### config.mk
export PLATFORM = sky130hd
export DESIGN_NAME = pmm_mgmt_ctrl
export DESIGN_NICKNAME = d
export VERILOG_FILES = /design/src/include/pmm_pkg.sv /design/src/include/pmm_flag_if.sv /design/src/core/pmm_flag_latch.sv /design/src/core/pmm_mgmt_ctrl.sv
export SDC_FILE = /design/constraint.sdc
export NUM_CORES = 1
export LEC_CHECK = 0
export ABC_CLOCK_PERIOD_IN_PS = 2450
export BUFFER_PORTS_ARGS = -buffer_cell sky130_fd_sc_hd__buf_2
export CAP_MARGIN = 20
export CELL_PAD_IN_SITES_DETAIL_PLACEMENT = 1
export CELL_PAD_IN_SITES_GLOBAL_PLACEMENT = 1
export CORE_ASPECT_RATIO = 1.5
export CORE_UTILIZATION = 47
export DETAILED_ROUTE_END_ITERATION = 6
export PLACE_DENSITY = 0.78
export SLEW_MARGIN = 30
export SYNTH_ARGS = -nofsm -noshare
export SYNTH_HDL_FRONTEND = slang
export SYNTH_SLANG_ARGS = --single-unit
### constraint.sdc
create_clock -name CLK -period 2.45 [get_ports CLK]
set_input_delay 0.1225 -clock CLK [delete_from_list [all_inputs] [get_ports CLK]]
set_output_delay 0.1225 -clock CLK [all_outputs]
set_load 0.02 [all_outputs]
### src/include/pmm_pkg.sv
package pmm_pkg;

  // Clock and timing
  localparam int CLK_FREQ_MHZ    = 100;
  localparam int T_RESET_INIT_US = 2;
  localparam int RESET_PULSE_CYC = T_RESET_INIT_US * CLK_FREQ_MHZ;
  localparam int T_INIT_MS       = 2000;
  localparam int INIT_CYC        = T_INIT_MS * 1000 * CLK_FREQ_MHZ;

  // Two-wire port
  localparam logic [6:0] DEV_ADDR   = 7'h50;
  localparam logic [7:0] UPPER_BASE = 8'h80;
  localparam logic [7:0] PAGE_CTRL  = 8'h03;

  // Register offsets
  localparam logic [7:0] OFF_IRQ_STATUS  = 8'h02;
  localparam logic [7:0] OFF_LOS_FLAGS   = 8'h03;
  localparam logic [7:0] OFF_TX_FAULT    = 8'h04;
  localparam logic [7:0] OFF_TX_DISABLE  = 8'h56;
  localparam logic [7:0] OFF_LOS_MASK    = 8'h64;
  localparam logic [7:0] OFF_FAULT_MASK  = 8'h65;
  localparam logic [7:0] OFF_PAGE_SELECT = 8'h7F;
  localparam logic [7:0] OFF_SQUELCH_DIS = 8'hF0;
  localparam logic [7:0] OFF_RX_OUT_DIS  = 8'hF1;

  // Field positions
  localparam int BIT_DATA_NOT_READY = 0;
  localparam int BIT_IRQ_MIRROR     = 1;
  localparam int LOS_RX_LSB         = 0;
  localparam int LOS_TX_LSB         = 4;
  localparam int SQ_TX_LSB          = 0;
  localparam int SQ_RX_LSB          = 4;
  localparam int RX_DIS_LSB         = 4;

  // Reset values
  localparam logic [7:0]  RST_CTRL = 8'h00;
  localparam logic [7:0]  RST_PAGE = 8'h00;
  // Pin synchroniser order: scl sda sel_n reset_n irq lp rxlos[2] txlos[4] fault[2]
  localparam logic [13:0] RST_SYNC = 14'h3E00;

  typedef enum logic [3:0] {
    ST_IDLE = 4'h0,
    ST_ADDR = 4'h1,
    ST_AACK = 4'h2,
    ST_PTR  = 4'h3,
    ST_DATA = 4'h4,
    ST_WACK = 4'h5,
    ST_RD   = 4'h6,
    ST_RACK = 4'h7
  } pmm_tws_state_t;

endpackage : pmm_pkg

### src/include/pmm_flag_if.sv
interface pmm_flag_if #(parameter int W = 8);
  logic [W-1:0] cond;
  logic [W-1:0] flags;
  logic         clr;

  modport latch (input cond, input clr, output flags);
  modport user  (output cond, output clr, input flags);
endinterface : pmm_flag_if

### src/core/pmm_flag_latch.sv
module pmm_flag_latch #(
  parameter int W = 8
) (
  // Clock and reset
  input wire logic clk,
  input wire logic rst,
  // Flag group
  pmm_flag_if.latch f
);
  logic [W-1:0] flags_q;

  // A condition present in the clearing cycle sets the bit again
  always_ff @(posedge clk)
  begin
    if (rst)
    begin
      flags_q <= '0;
    end
    else
    begin
      flags_q <= (flags_q & ~{W{f.clr}}) | f.cond;
    end
  end

  assign f.flags = flags_q;

endmodule : pmm_flag_latch

### src/core/pmm_mgmt_ctrl.sv
// What this block does
// - Answer two-wire traffic only while selected
// - Select input defaults to deselected level
// - Reset pulse over 2 us restores defaults
// - Reset completion posts interrupt, not-ready cleared
// - Power-up posts completion interrupt unprompted
// - Fully functional within 2000 ms
// - Low-power input disables high-speed paths quickly
// - Open-drain interrupt, source read over port
// - Interrupt level mirrored at page 0 byte 2 bit 1
// - Presence output tied low
// - Soft controls volatile, default after reset
// - Receive loss flags byte 3 bits 0-3
// - Optical receive lane feeds two lanes each
// - Transmit loss flags byte 3 bits 4-7
// - Transmit fault latched byte 4, read-clear
// - Either lane of pair disables laser
// - Receive output disable page 3 byte 241
// - Transmit squelch disable page 3 byte 240 low
// - Receive squelch disable page 3 byte 240 high
// - Interrupt asserts within 200 ms of cause
// - Interrupt releases within 500 us of read
// - Not-ready bit 0 byte 2, clears at ready
// - Mask bit inhibits its flag's interrupt
module pmm_mgmt_ctrl #(
  parameter int INIT_CYCLES = pmm_pkg::INIT_CYC
) (
  // Clock and reset
  input  wire logic       CLK,
  input  wire logic       RST,
  // Sideband pins
  input  wire logic       MODULE_SELECT_N,
  input  wire logic       MODULE_RESET_N,
  input  wire logic       LOW_POWER_SELECT,
  output logic            MODULE_PRESENT_N,
  input  wire logic       INTERRUPT_N_I,
  output logic            INTERRUPT_N_O,
  output logic            INTERRUPT_N_OE_N,
  // Two-wire port
  input  wire logic       SCL,
  input  wire logic       SDA_I,
  output logic            SDA_O,
  output logic            SDA_OE_N,
  // Line status conditions
  input  wire logic [1:0] RX_LOS_OPT,
  input  wire logic [3:0] TX_LOS,
  input  wire logic [1:0] TX_FAULT_OPT,
  // Data path controls
  output logic            LOW_POWER_MODE,
  output logic [1:0]      TX_OPT_DISABLE,
  output logic [3:0]      RX_OUT_DISABLE,
  output logic [3:0]      TX_SQUELCH_EN,
  output logic [3:0]      RX_SQUELCH_EN,
  output logic            DATA_NOT_READY
);
  import pmm_pkg::*;

  localparam int                 INIT_W    = $clog2(INIT_CYCLES + 1);
  localparam logic [INIT_W-1:0]  INIT_LAST = INIT_W'(INIT_CYCLES - 1);
  localparam logic [7:0]         PULSE_MIN = 8'(RESET_PULSE_CYC);

  function automatic logic [3:0] pair_expand(input logic [1:0] opt);
    pair_expand = {opt[1], opt[1], opt[0], opt[0]};
  endfunction : pair_expand

  function automatic logic hit(input logic [7:0] ptr, input logic [7:0] page,
                               input logic [7:0] off);
    hit = (ptr == off) && ((off < UPPER_BASE) || (page == PAGE_CTRL));
  endfunction : hit

  // Pin synchronisers
  logic [13:0] sync1_q;
  logic [13:0] sync2_q;

  always_ff @(posedge CLK)
  begin
    if (RST)
    begin
      sync1_q <= RST_SYNC;
      sync2_q <= RST_SYNC;
    end
    else
    begin
      sync1_q <= {SCL, SDA_I, MODULE_SELECT_N, MODULE_RESET_N, INTERRUPT_N_I,
                  LOW_POWER_SELECT, RX_LOS_OPT, TX_LOS, TX_FAULT_OPT};
      sync2_q <= sync1_q;
    end
  end

  logic       scl_s;
  logic       sda_s;
  logic       sel_n_s;
  logic       rstn_s;
  logic       irq_pin_s;
  logic       lp_s;
  logic [1:0] rx_los_s;
  logic [3:0] tx_los_s;
  logic [1:0] fault_s;

  assign scl_s     = sync2_q[13];
  assign sda_s     = sync2_q[12];
  assign sel_n_s   = sync2_q[11];
  assign rstn_s    = sync2_q[10];
  assign irq_pin_s = sync2_q[9];
  assign lp_s      = sync2_q[8];
  assign rx_los_s  = sync2_q[7:6];
  assign tx_los_s  = sync2_q[5:2];
  assign fault_s   = sync2_q[1:0];

  // Module reset pin: pulse width and release
  logic [7:0] low_cnt_q;
  logic       long_low;
  logic       held_in_reset;
  logic       reset_release;
  logic       user_rst;

  always_ff @(posedge CLK)
  begin
    if (RST || rstn_s)
    begin
      low_cnt_q <= 8'h00;
    end
    else if (low_cnt_q < PULSE_MIN)
    begin
      low_cnt_q <= low_cnt_q + 8'h01;
    end
  end

  assign long_low      = (low_cnt_q >= PULSE_MIN);
  assign held_in_reset = !rstn_s && long_low;
  assign reset_release = rstn_s && long_low;
  assign user_rst      = RST || held_in_reset || reset_release;

  // Initialisation timer and completion flag
  logic [INIT_W-1:0] init_cnt_q;
  logic              dnr_q;
  logic              init_done;
  logic              init_flag_q;
  logic              init_clr;

  assign init_done = dnr_q && (init_cnt_q == INIT_LAST);

  always_ff @(posedge CLK)
  begin
    if (user_rst)
    begin
      dnr_q      <= 1'b1;
      init_cnt_q <= '0;
    end
    else if (init_done)
    begin
      dnr_q <= 1'b0;
    end
    else if (dnr_q)
    begin
      init_cnt_q <= init_cnt_q + INIT_W'(1);
    end
  end

  always_ff @(posedge CLK)
  begin
    if (user_rst)
    begin
      init_flag_q <= 1'b0;
    end
    else
    begin
      init_flag_q <= (init_flag_q & ~init_clr) | init_done;
    end
  end

  // Two-wire port engine
  pmm_tws_state_t st_q;
  logic [3:0]     cnt_q;
  logic [7:0]     sh_q;
  logic [7:0]     tx_q;
  logic [7:0]     ptr_q;
  logic           rw_q;
  logic           oe_n_q;
  logic           scl_p_q;
  logic           sda_p_q;
  logic           scl_rise;
  logic           scl_fall;
  logic           start_c;
  logic           stop_c;
  logic           fall_ok;
  logic           rd_take;
  logic           wr_take;
  logic [7:0]     rd_byte;

  always_ff @(posedge CLK)
  begin
    if (RST)
    begin
      scl_p_q <= 1'b1;
      sda_p_q <= 1'b1;
    end
    else
    begin
      scl_p_q <= scl_s;
      sda_p_q <= sda_s;
    end
  end

  assign scl_rise = scl_s && !scl_p_q;
  assign scl_fall = !scl_s && scl_p_q;
  assign start_c  = scl_s && scl_p_q && sda_p_q && !sda_s;
  assign stop_c   = scl_s && scl_p_q && !sda_p_q && sda_s;
  assign fall_ok  = !RST && !sel_n_s && !start_c && !stop_c && scl_fall;
  assign rd_take  = fall_ok && (((st_q == ST_AACK) && rw_q) || (st_q == ST_RACK));
  assign wr_take  = fall_ok && (st_q == ST_DATA) && (cnt_q == 4'h8);

  always_ff @(posedge CLK)
  begin
    if (RST)
    begin
      st_q   <= ST_IDLE;
      cnt_q  <= 4'h0;
      sh_q   <= 8'h00;
      tx_q   <= 8'h00;
      ptr_q  <= 8'h00;
      rw_q   <= 1'b0;
      oe_n_q <= 1'b1;
    end
    else if (sel_n_s)
    begin
      st_q   <= ST_IDLE;
      oe_n_q <= 1'b1;
    end
    else if (start_c)
    begin
      st_q   <= ST_ADDR;
      cnt_q  <= 4'h0;
      oe_n_q <= 1'b1;
    end
    else if (stop_c)
    begin
      st_q   <= ST_IDLE;
      oe_n_q <= 1'b1;
    end
    else if (scl_rise)
    begin
      case (st_q)
        ST_ADDR, ST_PTR, ST_DATA:
        begin
          sh_q  <= {sh_q[6:0], sda_s};
          cnt_q <= cnt_q + 4'h1;
        end
        ST_RD:   cnt_q <= cnt_q + 4'h1;
        ST_RACK: if (sda_s) st_q <= ST_IDLE;
        default: ;
      endcase
    end
    else if (scl_fall)
    begin
      case (st_q)
        ST_ADDR:
          if (cnt_q == 4'h8)
          begin
            if (sh_q[7:1] == DEV_ADDR)
            begin
              st_q   <= ST_AACK;
              oe_n_q <= 1'b0;
              rw_q   <= sh_q[0];
            end
            else
            begin
              st_q <= ST_IDLE;
            end
          end
        ST_AACK, ST_RACK:
        begin
          cnt_q <= 4'h0;
          if (rw_q)
          begin
            st_q   <= ST_RD;
            tx_q   <= rd_byte;
            oe_n_q <= rd_byte[7];
            ptr_q  <= ptr_q + 8'h01;
          end
          else
          begin
            st_q   <= ST_PTR;
            oe_n_q <= 1'b1;
          end
        end
        ST_PTR:
          if (cnt_q == 4'h8)
          begin
            ptr_q  <= sh_q;
            st_q   <= ST_WACK;
            oe_n_q <= 1'b0;
          end
        ST_DATA:
          if (cnt_q == 4'h8)
          begin
            ptr_q  <= ptr_q + 8'h01;
            st_q   <= ST_WACK;
            oe_n_q <= 1'b0;
          end
        ST_WACK:
        begin
          cnt_q  <= 4'h0;
          st_q   <= ST_DATA;
          oe_n_q <= 1'b1;
        end
        ST_RD:
          if (cnt_q == 4'h8)
          begin
            st_q   <= ST_RACK;
            oe_n_q <= 1'b1;
          end
          else
          begin
            oe_n_q <= tx_q[~cnt_q[2:0]];
          end
        default: st_q <= ST_IDLE;
      endcase
    end
  end

  // Soft controls
  logic [7:0] page_q;
  logic [7:0] tx_dis_q;
  logic [7:0] sq_dis_q;
  logic [3:0] rx_dis_q;
  logic [7:0] los_mask_q;
  logic [7:0] fault_mask_q;

  always_ff @(posedge CLK)
  begin
    if (user_rst)
    begin
      page_q       <= RST_PAGE;
      tx_dis_q     <= RST_CTRL;
      sq_dis_q     <= RST_CTRL;
      rx_dis_q     <= RST_CTRL[3:0];
      los_mask_q   <= RST_CTRL;
      fault_mask_q <= RST_CTRL;
    end
    else if (wr_take)
    begin
      if (hit(ptr_q, page_q, OFF_PAGE_SELECT)) page_q <= sh_q;
      if (hit(ptr_q, page_q, OFF_TX_DISABLE)) tx_dis_q <= sh_q;
      if (hit(ptr_q, page_q, OFF_SQUELCH_DIS)) sq_dis_q <= sh_q;
      if (hit(ptr_q, page_q, OFF_RX_OUT_DIS)) rx_dis_q <= sh_q[RX_DIS_LSB +: 4];
      if (hit(ptr_q, page_q, OFF_LOS_MASK)) los_mask_q <= sh_q;
      if (hit(ptr_q, page_q, OFF_FAULT_MASK)) fault_mask_q <= sh_q;
    end
  end

  // Latched status flags
  pmm_flag_if #(.W(8)) los_if ();
  pmm_flag_if #(.W(8)) fault_if ();

  assign los_if.cond   = {tx_los_s, pair_expand(rx_los_s)};
  assign los_if.clr    = rd_take && hit(ptr_q, page_q, OFF_LOS_FLAGS);
  assign fault_if.cond = {4'h0, pair_expand(fault_s)};
  assign fault_if.clr  = rd_take && hit(ptr_q, page_q, OFF_TX_FAULT);
  assign init_clr      = rd_take && hit(ptr_q, page_q, OFF_IRQ_STATUS);

  pmm_flag_latch #(.W(8)) u_los_flags (
    .clk (CLK),
    .rst (user_rst),
    .f   (los_if.latch)
  );

  pmm_flag_latch #(.W(8)) u_fault_flags (
    .clk (CLK),
    .rst (user_rst),
    .f   (fault_if.latch)
  );

  // Read data for the byte at the pointer
  always_comb
  begin
    rd_byte = 8'h00;
    if (hit(ptr_q, page_q, OFF_IRQ_STATUS))
    begin
      rd_byte[BIT_DATA_NOT_READY] = dnr_q;
      rd_byte[BIT_IRQ_MIRROR]     = irq_pin_s;
    end
    if (hit(ptr_q, page_q, OFF_LOS_FLAGS)) rd_byte = los_if.flags;
    if (hit(ptr_q, page_q, OFF_TX_FAULT)) rd_byte = fault_if.flags;
    if (hit(ptr_q, page_q, OFF_TX_DISABLE)) rd_byte = tx_dis_q;
    if (hit(ptr_q, page_q, OFF_LOS_MASK)) rd_byte = los_mask_q;
    if (hit(ptr_q, page_q, OFF_FAULT_MASK)) rd_byte = fault_mask_q;
    if (hit(ptr_q, page_q, OFF_PAGE_SELECT)) rd_byte = page_q;
    if (hit(ptr_q, page_q, OFF_SQUELCH_DIS)) rd_byte = sq_dis_q;
    if (hit(ptr_q, page_q, OFF_RX_OUT_DIS)) rd_byte = {rx_dis_q, 4'h0};
  end

  // Interrupt request
  logic irq_req;
  logic irq_oe_n_q;

  assign irq_req = init_flag_q
                || |(los_if.flags & ~los_mask_q)
                || |(fault_if.flags & ~fault_mask_q);

  always_ff @(posedge CLK)
  begin
    if (RST)
    begin
      irq_oe_n_q <= 1'b1;
    end
    else
    begin
      irq_oe_n_q <= !irq_req;
    end
  end

  // Data path controls
  logic       lp_q;
  logic [1:0] tx_opt_dis_q;
  logic [3:0] rx_out_dis_q;
  logic [3:0] tx_sq_en_q;
  logic [3:0] rx_sq_en_q;

  always_ff @(posedge CLK)
  begin
    if (RST)
    begin
      lp_q         <= 1'b0;
      tx_opt_dis_q <= 2'h3;
      rx_out_dis_q <= 4'hF;
      tx_sq_en_q   <= 4'hF;
      rx_sq_en_q   <= 4'hF;
    end
    else
    begin
      lp_q            <= lp_s;
      tx_opt_dis_q[0] <= |tx_dis_q[1:0] || lp_s;
      tx_opt_dis_q[1] <= |tx_dis_q[3:2] || lp_s;
      rx_out_dis_q    <= rx_dis_q | {4{lp_s}};
      tx_sq_en_q      <= ~sq_dis_q[SQ_TX_LSB +: 4];
      rx_sq_en_q      <= ~sq_dis_q[SQ_RX_LSB +: 4];
    end
  end

  assign MODULE_PRESENT_N = 1'b0;
  assign INTERRUPT_N_O    = 1'b0;
  assign INTERRUPT_N_OE_N = irq_oe_n_q;
  assign SDA_O            = 1'b0;
  assign SDA_OE_N         = oe_n_q;
  assign LOW_POWER_MODE   = lp_q;
  assign TX_OPT_DISABLE   = tx_opt_dis_q;
  assign RX_OUT_DISABLE   = rx_out_dis_q;
  assign TX_SQUELCH_EN    = tx_sq_en_q;
  assign RX_SQUELCH_EN    = rx_sq_en_q;
  assign DATA_NOT_READY   = dnr_q;

endmodule : pmm_mgmt_ctrl

==> results by group, run 1 <==
Cells and area
  • Filler-free cell count of the finished design: 1200
  • Area of the multi-input gates: 4300 µm²
  • Final layout net count: 1005
  • Share of layout cells above drive strength 1: 16.6%
  • Area taken by flip-flops and latches: 3540 µm²
  • Antenna diode instance count: 0
  • Most frequent standard cell in the layout excluding fill and tap cells: sky130_fd_sc_hd__dfxtp_1
  • Final core utilization: 56.7%
  • Fillers: 1933
  • Commonest cells after routing, fill and taps aside: sky130_fd_sc_hd__dfxtp_1, sky130_fd_sc_hd__nor2_1, sky130_fd_sc_hd__mux2i_1
  • Area growth from synthesis to layout: 17.1%

Yosys
  • Number of different library cells in the post-synthesis netlist: 79
  • Number of warnings reported in the yosys synthesis log: 0
  • Share of the yosys chip area belonging to registers: 43.3%
  • Predominant post-synthesis flop cell: sky130_fd_sc_hd__dfxtp_1
  • Instance count of the mapped netlist: 914
  • Cell Area, Synth: 8180 µm²
  • Synthesized flop and latch total: 177
  • Proportion of register bits with asynchronous set or reset after synthesis: 0%
  • Synth Area per Inst: 8.95 µm²
  • Number of enable-type register cells in the synthesized netlist: 0

Power
  • Internal Pwr Total: 4.39 mW
  • Sw power: 1.52 mW
  • Worst IR drop on VDD: 0.457 mV
  • Clock share of power: 46.5%
  • Comb power frac: 3.6%
  • Share of power burned in registers: 49.9%
  • Static leakage power: 3.56 nW
  • Switching part of the total power: 25.7%
  • Total power: 5.92 mW
  • PwrDens: 617 nW/µm²

Global routing
  • Met1 usage: 31.9%
  • GRT Resource Usage Total: 31.2%
  • Number of antenna violations at the first check in global routing: 0
  • Global-route wire length before repair: 42000 µm
  • Overall overflow remaining after global route: 0
  • Global-route layer with the greatest usage: met2
  • Met3 track demand over resource in global routing: 6.15%
  • Pin count of the biggest net entering global routing: 62
  • Met2 Usage GRT: 55.7%
  • Via count of the first global-routing pass: 7917

Timing
  • Fraction of the cycle the final worst path needs: 95.7%
  • RSZ-0062 raised after global routing: yes
  • Crit path time final: 2340 ps
  • Final setup violating endpoints: 0
  • Final critical-path setup slack: 106 ps
  • Count of pins over their slew limit: 0
  • Total count of hold-check failures in the final report: 0
  • Slew at the pin with the worst max-slew slack: 631 ps
  • Max Clock Freq: 0.427 GHz
  • Layout Skew: 14.5 ps
  • Relative max-transition margin: 57.3%

Outcome
  • Result of the run: complete, no violations

Clock tree
  • Inserted Clock Buffers: 17
  • Clock transition time at the flip-flop clock pins of the worst setup and hold paths: 70 ps
  • CTS tree: done
  • # H-tree levels: 4
  • Bufs on Longest Clock Path: 2
  • Root buf cell: sky130_fd_sc_hd__clkbuf_16
  • Later-pin clock latency in the skew report: 440 ps
  • Clock Sink Count: 177

Setup path
  • Worst endpoint data arrival time: 2680 ps
  • Critical path class: flip-flop to flip-flop
  • Required time of the critical path: 2780 ps
  • Element type at the critical path end: flip-flop
  • Type of element launching the critical path: flip-flop
  • Maximum fanout count along the critical path: 8

Die
  • Std cell rows: 58
  • Overall die area: 17900 µm²
  • Die span in x: 110 µm
  • Area of the core: 16900 µm²
  • Effective utilization at floorplan: 48.4%
  • Die Ht: 164 µm
  • Io pins: 37

Drt
  • Post-DRT Antenna Nets: 0
  • DRT iter0 DRCs: 473
  • DR DRC count: 0
  • WL per Instance: 22.3 µm
  • Ratio of routed vias to standard cells: 6.20
  • Routed wire length: 26700 µm
  • Via total after detailed routing: 7443
  • Number of optimization iterations in the first detailed-route pass: 5

Placed design
  • Placed Instances: 1150
  • Placer congestion estimate: 0.922
  • # port buffers: 33
  • Sum of net half-perimeters after detailed placement: 18800 µm
  • Worst slack after detailed placement: -27.8 ps

Job
  • Count of max-cap constraint violations: 0

Hold path
  • Kind of path behind the tightest hold check: primary input to flip-flop
## repair_timing
action                                 4_1_cts  5_1_grt
pin swaps                                    0        1
buffers inserted                             0        3
setup endpoints to repair                    5       21
gates resized for setup                      1        5
hold buffers                                14        0
endpoints found under the hold margin       14        0
## cell families after synthesis
family / synth area share [%]
AOI/OAI and AO/OA: 16.2
buffers and inverters: 4.77
adders and majority gates: 1.84
muxes: 7.54
xor gates and xnor gates: 1.61
other: 0.0458
and+or+nand+nor: 24.7
DFF: 43.3
## sequential cells by signal, indices dropped and copies added (netlist names), 8 cells and up
name and cells:
fault_mask_q 8, init_cnt_q 28, los_mask_q 8, low_cnt_q 8, page_q 8, ptr_q 8, sh_q 8, sq_dis_q 8
sync1_q 14, sync2_q 14, tx_dis_q 8, tx_q 8, u_fault_flags.f.flags 8, u_los_flags.f.flags 8
## layout make-up
cell class                 count  area share [%]
multi-input combinational    640            44.8
tap                          210            2.74
timing repair buffer         102            7.60
inverter                      39            1.53
sequential                   177            37.0
clock inverter                15            1.88
clock buffer                  17            4.44
## per-layer routing
| layer | up-vias | wire length [µm] |
|---|---|---|
| li1 | 3460 | - |
| met1 | 3686 | 10000 |
| met2 | 191 | 14100 |
| met3 | 106 | 881 |
| met4 | 0 | 1750 |
| met5 | - | 0 |
## worst paths after layout
check             slack, ps  cells after the start        start         endpoint
setup / recovery        110                      8     cnt_q[0]  fault_mask_q[6]
hold / removal          310                      5          RST          st_q[2]
setup reg to reg        110                      8     cnt_q[0]  fault_mask_q[6]
hold reg to reg         420                      1  sync1_q[13]      sync2_q[13]
## worst max-delay path: stages, from the launching register on
cell	delay, ps
sky130_fd_sc_hd__dfxtp_1	380
sky130_fd_sc_hd__inv_1	150
sky130_fd_sc_hd__ha_1	220
sky130_fd_sc_hd__nand3b_1	220
sky130_fd_sc_hd__or3_4	510
sky130_fd_sc_hd__nor3_4	230
sky130_fd_sc_hd__buf_4	230
sky130_fd_sc_hd__mux2i_1	230
sky130_fd_sc_hd__nor2_1	70
## through the flow
stage | setup TNS, ps | hold slack (ps) | area (µm²)
finish | 0 | 315 | 9580
global route | -48.5 | 322 | 9580
CTS | 0 | 305 | 9530
detailed placement | -27.8 | 313 | 8780
global placement | 0 | 306 | 8780
floorplan | 0 | 226 | 8190
## power groups by stage
stage,Combinational (mW),Clock (mW),Sequential [mW]
floorplan,0.122,0,3.02
global placement,0.182,0,3.01
detailed placement,0.192,0,3.02
CTS,0.213,2.80,2.95
global route,0.233,2.93,2.96
finish,0.214,2.75,2.95
## cells in the mapped netlist (7+ instances only)
cell type / count / share of area, %
sky130_fd_sc_hd__or3_1: 13 / 0.99
sky130_fd_sc_hd__or2_2: 16 / 1.2
sky130_fd_sc_hd__a31oi_1: 11 / 0.84
sky130_fd_sc_hd__xnor2_1: 7 / 0.75
sky130_fd_sc_hd__dfxtp_1: 177 / 43
sky130_fd_sc_hd__xor2_1: 8 / 0.86
sky130_fd_sc_hd__ha_1: 12 / 1.8
sky130_fd_sc_hd__clkbuf_1: 48 / 2.2
sky130_fd_sc_hd__or4_1: 15 / 1.4
sky130_fd_sc_hd__a21oi_1: 45 / 2.8
sky130_fd_sc_hd__nor2b_1: 21 / 1.6
sky130_fd_sc_hd__nand4_1: 20 / 1.5
sky130_fd_sc_hd__o31ai_1: 18 / 1.7
sky130_fd_sc_hd__nand2_1: 47 / 2.2
sky130_fd_sc_hd__mux2i_1: 56 / 6.9
sky130_fd_sc_hd__o21ai_0: 20 / 1.2
sky130_fd_sc_hd__o211ai_1: 10 / 0.92
sky130_fd_sc_hd__o311ai_0: 7 / 0.75
sky130_fd_sc_hd__nor3_1: 9 / 0.55
sky130_fd_sc_hd__nor2_1: 113 / 5.2
sky130_fd_sc_hd__o22ai_1: 7 / 0.54
sky130_fd_sc_hd__nand3b_1: 7 / 0.64
sky130_fd_sc_hd__nand3_1: 23 / 1.4
sky130_fd_sc_hd__a211oi_1: 7 / 0.64
sky130_fd_sc_hd__a22oi_1: 11 / 1.0
sky130_fd_sc_hd__nor4_1: 14 / 1.1
sky130_fd_sc_hd__inv_1: 38 / 1.7
sky130_fd_sc_hd__and3_1: 14 / 1.1
Note: power is estimated with default switching activity, not from simulation.
==> run 2, diff against run 1 <==
--- a/config.mk
+++ b/config.mk
@@ -5,12 +5,12 @@
 export SDC_FILE = /design/constraint.sdc
 export NUM_CORES = 1
 export LEC_CHECK = 0
-export ABC_CLOCK_PERIOD_IN_PS = 2450
+export ABC_CLOCK_PERIOD_IN_PS = 2200
 export BUFFER_PORTS_ARGS = -buffer_cell sky130_fd_sc_hd__buf_2
-export CAP_MARGIN = 20
 export CELL_PAD_IN_SITES_DETAIL_PLACEMENT = 1
 export CELL_PAD_IN_SITES_GLOBAL_PLACEMENT = 1
 export CORE_ASPECT_RATIO = 1.5
+export CORE_MARGIN = 5
 export CORE_UTILIZATION = 47
 export DETAILED_ROUTE_END_ITERATION = 6
 export PLACE_DENSITY = 0.78
==> constraint.sdc (replaced) <==
create_clock -name CLK -period 2.2 [get_ports CLK]
set_input_delay 0.11 -clock CLK [delete_from_list [all_inputs] [get_ports CLK]]
set_output_delay 0.11 -clock CLK [all_outputs]
set_load 0.02 [all_outputs]
==> run 2 against run 1 <==
  * Flip-flop and latch count unchanged
  * Fmax up 10%
  * Final cell count up 3.1%
  * Die area up 13%
  * Global-route usage down 4.7 points
  * Register-to-register slack worse by 40 ps
==> results by group, run 2 (synthesized netlist as in run 1, its figures left out) <==
Outcome
  • Result of the run: complete, no violations

Setup path
  • Crit path top cell by count: sky130_fd_sc_hd__buf_4
  • Worst endpoint data arrival time: 2470 ps
  • Crit path buffers/inverters: 3
  • Critical register-to-register path endpoint: tx_q[2]
  • Count of cells along the worst register-to-register path: 8
  • Type of element launching the critical path: flip-flop
  • Cell family with most CP delay: compound AO/OA/AOI/OAI gates
  • Start of the worst register-to-register path: ptr_q[4]
  • Crit path largest cell delay: 400 ps
  • Required time of the critical path: 2540 ps
  • Flop-to-flop setup slack: 70 ps
  • Max stage delay cell, worst path: sky130_fd_sc_hd__dfxtp_1
  • Critical path class: flip-flop to flip-flop
  • Element type at the critical path end: flip-flop
  • Ordered list of cells on the worst path: buf_4 -> buf_4 -> nor4_1 -> buf_4 -> a22o_1 -> a221oi_1 -> o21ai_0 -> a22o_1
  • Maximum fanout count along the critical path: 13

Timing
  • Final setup violating endpoints: 0
  • Max Clock Freq: 0.469 GHz
  • Final critical-path setup slack: 69.5 ps
  • Crit path time final: 2130 ps
  • Fraction of the cycle the final worst path needs: 96.8%
  • Relative max-transition margin: 56.0%
  • Total count of hold-check failures in the final report: 0
  • Count of pins over their slew limit: 0
  • Layout Skew: 14.2 ps
  • Slew at the pin with the worst max-slew slack: 657 ps
  • Setup Total Neg Slack: 0 ps

Global routing
  • GRT Resource Usage Total: 26.5%
  • Global-route wire length before repair: 42700 µm
  • Number of antenna violations at the first check in global routing: 0
  • Via count of the first global-routing pass: 8152
  • Met3 track demand over resource in global routing: 4.18%
  • Met1 usage: 25.8%
  • Met2 Usage GRT: 50.2%
  • Global-route layer with the greatest usage: met2
  • Pin count of the biggest net entering global routing: 53
  • Overall overflow remaining after global route: 0

Drt
  • WL per Instance: 21.9 µm
  • DR DRC count: 0
  • DRT iter0 DRCs: 424
  • Via total after detailed routing: 7550
  • Routed wire length: 27000 µm
  • Post-DRT Antenna Nets: 0
  • Number of optimization iterations in the first detailed-route pass: 5
  • Ratio of routed vias to standard cells: 6.10

Power
  • Total power: 6.59 mW
  • Static leakage power: 3.77 nW
  • PwrDens: 661 nW/µm²
  • Worst IR drop on VDD: 0.446 mV

Cells and area
  • Regs by FF count: init_cnt_q: 28 flops, sync1_q: 14 flops, sync2_q: 14 flops
  • Area growth from synthesis to layout: 21.9%
  • Largest register by flop count: init_cnt_q
  • Commonest cells after routing, fill and taps aside: sky130_fd_sc_hd__dfxtp_1, sky130_fd_sc_hd__nor2_1, sky130_fd_sc_hd__buf_4
  • Max FFs per register: 28
  • Antenna diode instance count: 0
  • Final layout net count: 1039
  • Most frequent standard cell in the layout excluding fill and tap cells: sky130_fd_sc_hd__dfxtp_1
  • Share of layout cells above drive strength 1: 21.1%
  • Filler-free cell count of the finished design: 1237
  • Cell area after layout: 9970 µm²

Clock tree
  • Bufs on Longest Clock Path: 2
  • Root buf cell: sky130_fd_sc_hd__clkbuf_16
  • Clock Sink Count: 177
  • Clock transition time at the flip-flop clock pins of the worst setup and hold paths: 70 ps
  • # H-tree levels: 4
  • CTS tree: done
  • Inserted Clock Buffers: 17
  • Later-pin clock latency in the skew report: 440 ps

Job
  • Count of max-cap constraint violations: 0

Placed design
  • Sum of net half-perimeters after detailed placement: 18800 µm
  • Worst slack after detailed placement: 5.44 ps
  • Post-placement cell area: 9070 µm²
  • Placed Instances: 1184
  • Placer congestion estimate: 0.927
  • # port buffers: 33

Die
  • Die Ht: 172 µm
  • Effective utilization at floorplan: 47.4%
  • Area of the core: 17300 µm²
  • Die span in x: 118 µm
  • Overall die area: 20200 µm²
  • Std cell rows: 59
  • Io pins: 37

Hold path
  • Min-Delay Path Depth: 2
  • Kind of path behind the tightest hold check: primary input to flip-flop
  • Worst Hold Launch: RST
  • Hold Crit Endpoint: sh_q[0]
run 2: cell types whose count changed in the layout (fill, tap and decap cells not counted), moves of 3 or more:
| cell | before | now |
|---|---|---|
| sky130_fd_sc_hd__o311ai_0 | 7 | 3 |
| sky130_fd_sc_hd__o311ai_1 | 1 | 5 |
| sky130_fd_sc_hd__ha_1 | 12 | 7 |
| sky130_fd_sc_hd__dfxtp_2 | 0 | 5 |
| sky130_fd_sc_hd__dfxtp_1 | 177 | 172 |
| sky130_fd_sc_hd__clkinv_8 | 5 | 2 |
| sky130_fd_sc_hd__buf_12 | 1 | 6 |
| sky130_fd_sc_hd__buf_4 | 53 | 83 |
| sky130_fd_sc_hd__ha_2 | 0 | 3 |
run 2: per-layer routing:
layer | vias to the layer above | wire length (µm)
met5 | - | 0
met4 | 0 | 1930
met3 | 115 | 1000
met2 | 196 | 14300
met1 | 3719 | 9780
li1 | 3520 | -
run 2: layout make-up:
type                            instances  area (µm²)
Clock buffer                           17         425
Clock inverter                         15         168
Fill cell                            2035        7310
Sequential cell                       177        3550
Inverter                               39         146
Multi-Input combinational cell        640        4360
Timing Repair Buffer                  136        1050
Tap cell                              213         267
run 2: stage by stage:
stage	utilization, %	hold slack, ps
final	57.7	53.2
after global routing	57.7	76.3
after global placement	52.5	292
after floorplan	-	214
after CTS	56.9	32.1
after detailed placement	52.5	296
run 2: worst max path at each step:
stage | endpoint | depth (start not counted) | from | slack, ps
final | tx_q[2] | 8 | ptr_q[4] | 70
after CTS | tx_q[1] | 5 | page_q[3] | -9
after global placement | tx_q[1] | 5 | page_q[3] | 80
after global routing | tx_q[4] | 7 | ptr_q[1] | -4
after detailed placement | SDA_OE_N | 7 | ptr_q[0] | 5
after floorplan | fault_mask_q[0] | 8 | cnt_q[0] | 10
run 2: power by group:
| group | internal (mW) | switching, mW | leakage [nW] |
|---|---|---|---|
| registers | 3.25 | 0.0355 | 1.44 |
| logic | 0.104 | 0.145 | 2.04 |
| clock network | 1.62 | 1.43 | 0.288 |
| total | 4.98 | 1.61 | 3.77 |
run 2: timing repair:
item	4_1_cts	5_1_grt
hold buffers	14	0
pin swaps	1	6
gates resized for setup	4	29
hold endpoints to repair	14	0
setup buffers	1	6
setup endpoints to repair	7	48
run 2: worst reg2reg max path, cell delays in order (launching register included):
cell and delay [ps]:
sky130_fd_sc_hd__dfxtp_1 400, sky130_fd_sc_hd__buf_4 160, sky130_fd_sc_hd__buf_4 150, sky130_fd_sc_hd__nor4_1 60, sky130_fd_sc_hd__buf_4 190, sky130_fd_sc_hd__a22o_1 240
sky130_fd_sc_hd__a221oi_1 370, sky130_fd_sc_hd__o21ai_0 220, sky130_fd_sc_hd__a22o_1 230
==> run 3, diff against run 2 <==
--- a/config.mk
+++ b/config.mk
@@ -5,13 +5,15 @@
 export SDC_FILE = /design/constraint.sdc
 export NUM_CORES = 1
 export LEC_CHECK = 0
+export ABC_AREA = 1
 export ABC_CLOCK_PERIOD_IN_PS = 2200
 export BUFFER_PORTS_ARGS = -buffer_cell sky130_fd_sc_hd__buf_2
+export CAP_MARGIN = 40
 export CELL_PAD_IN_SITES_DETAIL_PLACEMENT = 1
 export CELL_PAD_IN_SITES_GLOBAL_PLACEMENT = 1
 export CORE_ASPECT_RATIO = 1.5
 export CORE_MARGIN = 5
-export CORE_UTILIZATION = 47
+export CORE_UTILIZATION = 45
 export DETAILED_ROUTE_END_ITERATION = 6
 export PLACE_DENSITY = 0.78
 export SLEW_MARGIN = 30
==> run 3 against run 2 <==
  * First-iteration DRC count down 29%
  * Flip-flop and latch count unchanged
  * Wire length down 9.1%
  * Area after synthesis down 0.60%
  * Largest power group unchanged
  * Highest routed layer unchanged
==> results by group, run 3 <==
Global routing
  • Pin count of the biggest net entering global routing: 53
  • Number of antenna violations at the first check in global routing: 0
  • Via count of the first global-routing pass: 8042
  • Overall overflow remaining after global route: 0
  • GRT Resource Usage Total: 24.5%
  • Global-route wire length before repair: 40300 µm

Yosys
  • Fraction of synthesized cell area in xor and xnor cells: 1.94%
  • Synthesized flop and latch total: 177
  • Share of the synthesized area in compound gates (AO/OA/AOI/OAI): 16.8%
  • Dominant combinational cell family by area after synthesis: simple AND/OR/NAND/NOR gates
  • Synth top area share: 43.6%
  • Most used standard cells in the synthesized netlist: sky130_fd_sc_hd__nand2_1, sky130_fd_sc_hd__dfxtp_1, sky130_fd_sc_hd__inv_1
  • Synthesized-area fraction occupied by adder cells: 1.85%
  • Share of the yosys chip area belonging to registers: 43.6%
  • Proportion of register bits with asynchronous set or reset after synthesis: 0%
  • Number of enable-type register cells in the synthesized netlist: 0
  • Number of different library cells in the post-synthesis netlist: 52
  • Predominant post-synthesis flop cell: sky130_fd_sc_hd__dfxtp_1
  • Instance count of the mapped netlist: 1095
  • Mux cell area share after synthesis: 0%
  • Cell taking the most area after synthesis: sky130_fd_sc_hd__dfxtp_1
  • Post-synthesis share of cell area spent on and, or, nand and nor gates: 25.9%
  • Synth Area per Inst: 7.43 µm²
  • Cell Area, Synth: 8130 µm²
  • Most frequent cell after synthesis: sky130_fd_sc_hd__nand2_1
  • Most area-consuming cells after synthesis: sky130_fd_sc_hd__dfxtp_1, sky130_fd_sc_hd__nand2_1, sky130_fd_sc_hd__a21oi_1, sky130_fd_sc_hd__inv_1, sky130_fd_sc_hd__o21ai_0
  • Number of warnings reported in the yosys synthesis log: 0

Hold path
  • Kind of path behind the tightest hold check: primary input to flip-flop

Cells and area
  • Most frequent standard cell in the layout excluding fill and tap cells: sky130_fd_sc_hd__nand2_1
  • Antenna diode instance count: 0
  • Final core utilization: 52.5%
  • Commonest cells after routing, fill and taps aside: sky130_fd_sc_hd__nand2_1, sky130_fd_sc_hd__dfxtp_1, sky130_fd_sc_hd__inv_1
  • Filler-free cell count of the finished design: 1387
  • Share of layout cells above drive strength 1: 14.8%
  • Max FFs per register: 28
  • Final layout net count: 1186
  • Largest register by flop count: init_cnt_q
  • Regs by FF count: init_cnt_q: 28 flops, sync1_q: 14 flops, sync2_q: 14 flops
  • Area growth from synthesis to layout: 15.2%
  • Fillers: 2285

Setup path
  • Required time of the critical path: 2530 ps
  • Element type at the critical path end: flip-flop
  • Worst endpoint data arrival time: 2370 ps
  • Maximum fanout count along the critical path: 8
  • Type of element launching the critical path: flip-flop
  • Critical path class: flip-flop to flip-flop

Placed design
  • Placed Instances: 1342
  • # port buffers: 33
  • Placer congestion estimate: 0.901
  • Sum of net half-perimeters after detailed placement: 18400 µm

Timing
  • Layout Skew: 8.84 ps
  • Setup Total Neg Slack: 0 ps
  • Max Clock Freq: 0.488 GHz
  • Smallest hold slack: 31.2 ps
  • Count of pins over their slew limit: 0
  • Crit path time final: 2050 ps
  • Relative max-transition margin: 64.7%
  • Total count of hold-check failures in the final report: 0
  • Fraction of the cycle the final worst path needs: 93.1%
  • Slew at the pin with the worst max-slew slack: 524 ps
  • RSZ-0062 raised after global routing: no
  • Final setup violating endpoints: 0

Clock tree
  • Later-pin clock latency in the skew report: 430 ps
  • Clock Sink Count: 177
  • Inserted Clock Buffers: 17
  • CTS tree: done
  • Clock transition time at the flip-flop clock pins of the worst setup and hold paths: 70 ps
  • Bufs on Longest Clock Path: 2
  • Post-CTS setup buffers: 0
  • Root buf cell: sky130_fd_sc_hd__clkbuf_16
  • # H-tree levels: 4

Drt
  • Post-DRT Antenna Nets: 0
  • Via total after detailed routing: 7435
  • Routed wire length: 24600 µm
  • DR DRC count: 0
  • WL per Instance: 17.7 µm
  • Ratio of routed vias to standard cells: 5.36
  • Number of optimization iterations in the first detailed-route pass: 5
  • DRT iter0 DRCs: 301

Die
  • Io pins: 37
  • Std cell rows: 60
  • Overall die area: 20900 µm²
  • Die Ht: 175 µm
  • Die span in x: 120 µm
  • Effective utilization at floorplan: 45.5%
  • Area of the core: 17900 µm²

Power
  • Worst IR drop on VDD: 0.391 mV
  • Static leakage power: 3.68 nW
  • PwrDens: 719 nW/µm²

Job
  • Count of max-cap constraint violations: 0

Outcome
  • Result of the run: complete, no violations
-- run 3: what timing repair did --
item                                    in CTS  in global routing
hold endpoints to repair                    14                  0
resized for setup                            0                  3
endpoints found under the setup margin       0                  8
hold buffers                                14                  0
-- run 3: logic make-up after synthesis --
| family | Yosys count |
|---|---|
| other | 1 |
| buffers and inverters | 190 |
| flip-flops | 177 |
| XOR/XNOR | 18 |
| adder cells (fa/ha/maj) | 12 |
| AND/OR/NAND/NOR | 451 |
| AO/OA/AOI/OAI | 246 |
-- run 3: final cells by class --
type / count / area, µm² / area share (%)
multi-input cells: 730 / 3800 / 40.5
flip-flops and latches: 177 / 3540 / 37.8
inverters: 154 / 583 / 6.22
repair buffers: 78 / 563 / 6.01
clock buffers: 18 / 439 / 4.69
well taps: 217 / 272 / 2.90
clock inverters: 13 / 175 / 1.87
-- run 3: path summary, 6_finish.rpt --
| path | cells after the start | start | end | slack [ps] |
|---|---|---|---|---|
| min reg2reg | 2 | sync1_q[2] | sync2_q[2] | 400 |
| min | 4 | RST | st_q[0] | 30 |
| max | 9 | sync2_q[13] | tx_q[7] | 150 |
| max reg2reg | 9 | sync2_q[13] | tx_q[7] | 150 |
-- run 3: critical path, cell delays in order, from the launching register on --
cell and delay, ps:
sky130_fd_sc_hd__dfxtp_1 330, sky130_fd_sc_hd__ha_1 230, sky130_fd_sc_hd__nand3_1 170, sky130_fd_sc_hd__nand2_2 110, sky130_fd_sc_hd__nor3_4 190, sky130_fd_sc_hd__nand2_1 160, sky130_fd_sc_hd__nor2_4 210, sky130_fd_sc_hd__inv_1 180
sky130_fd_sc_hd__o21ai_0 280, sky130_fd_sc_hd__inv_1 60
-- run 3: layer usage --
| layer | up-vias | part of all wire, % | track usage (%) |
|---|---|---|---|
| met5 | - | 0 | 0 |
| met1 | 3543 | 37 | 23.7 |
| met3 | 68 | 2.3 | 3.98 |
| met2 | 140 | 56 | 48.3 |
| li1 | 3684 | - | - |
| met4 | 0 | 5.1 | 12.9 |
-- run 3: stage by stage --
| step | area, µm² | total power, mW | setup slack, ps |
|---|---|---|---|
| floorplan | 8140 | 3.51 | 395 |
| global placement | 8610 | 3.59 | 157 |
| detailed placement | 8610 | 3.60 | 148 |
| CTS | 9370 | 6.79 | 117 |
| global route | 9370 | 6.96 | 28.0 |
| finish | 9370 | 6.73 | 152 |
-- run 3: power by group --
part | leakage (nW) | total, mW | switching, mW | internal (mW)
combinational | 1.95 | 0.265 | 0.163 | 0.102
sequential | 1.44 | 3.28 | 0.0281 | 3.26
clock | 0.288 | 3.19 | 1.35 | 1.84
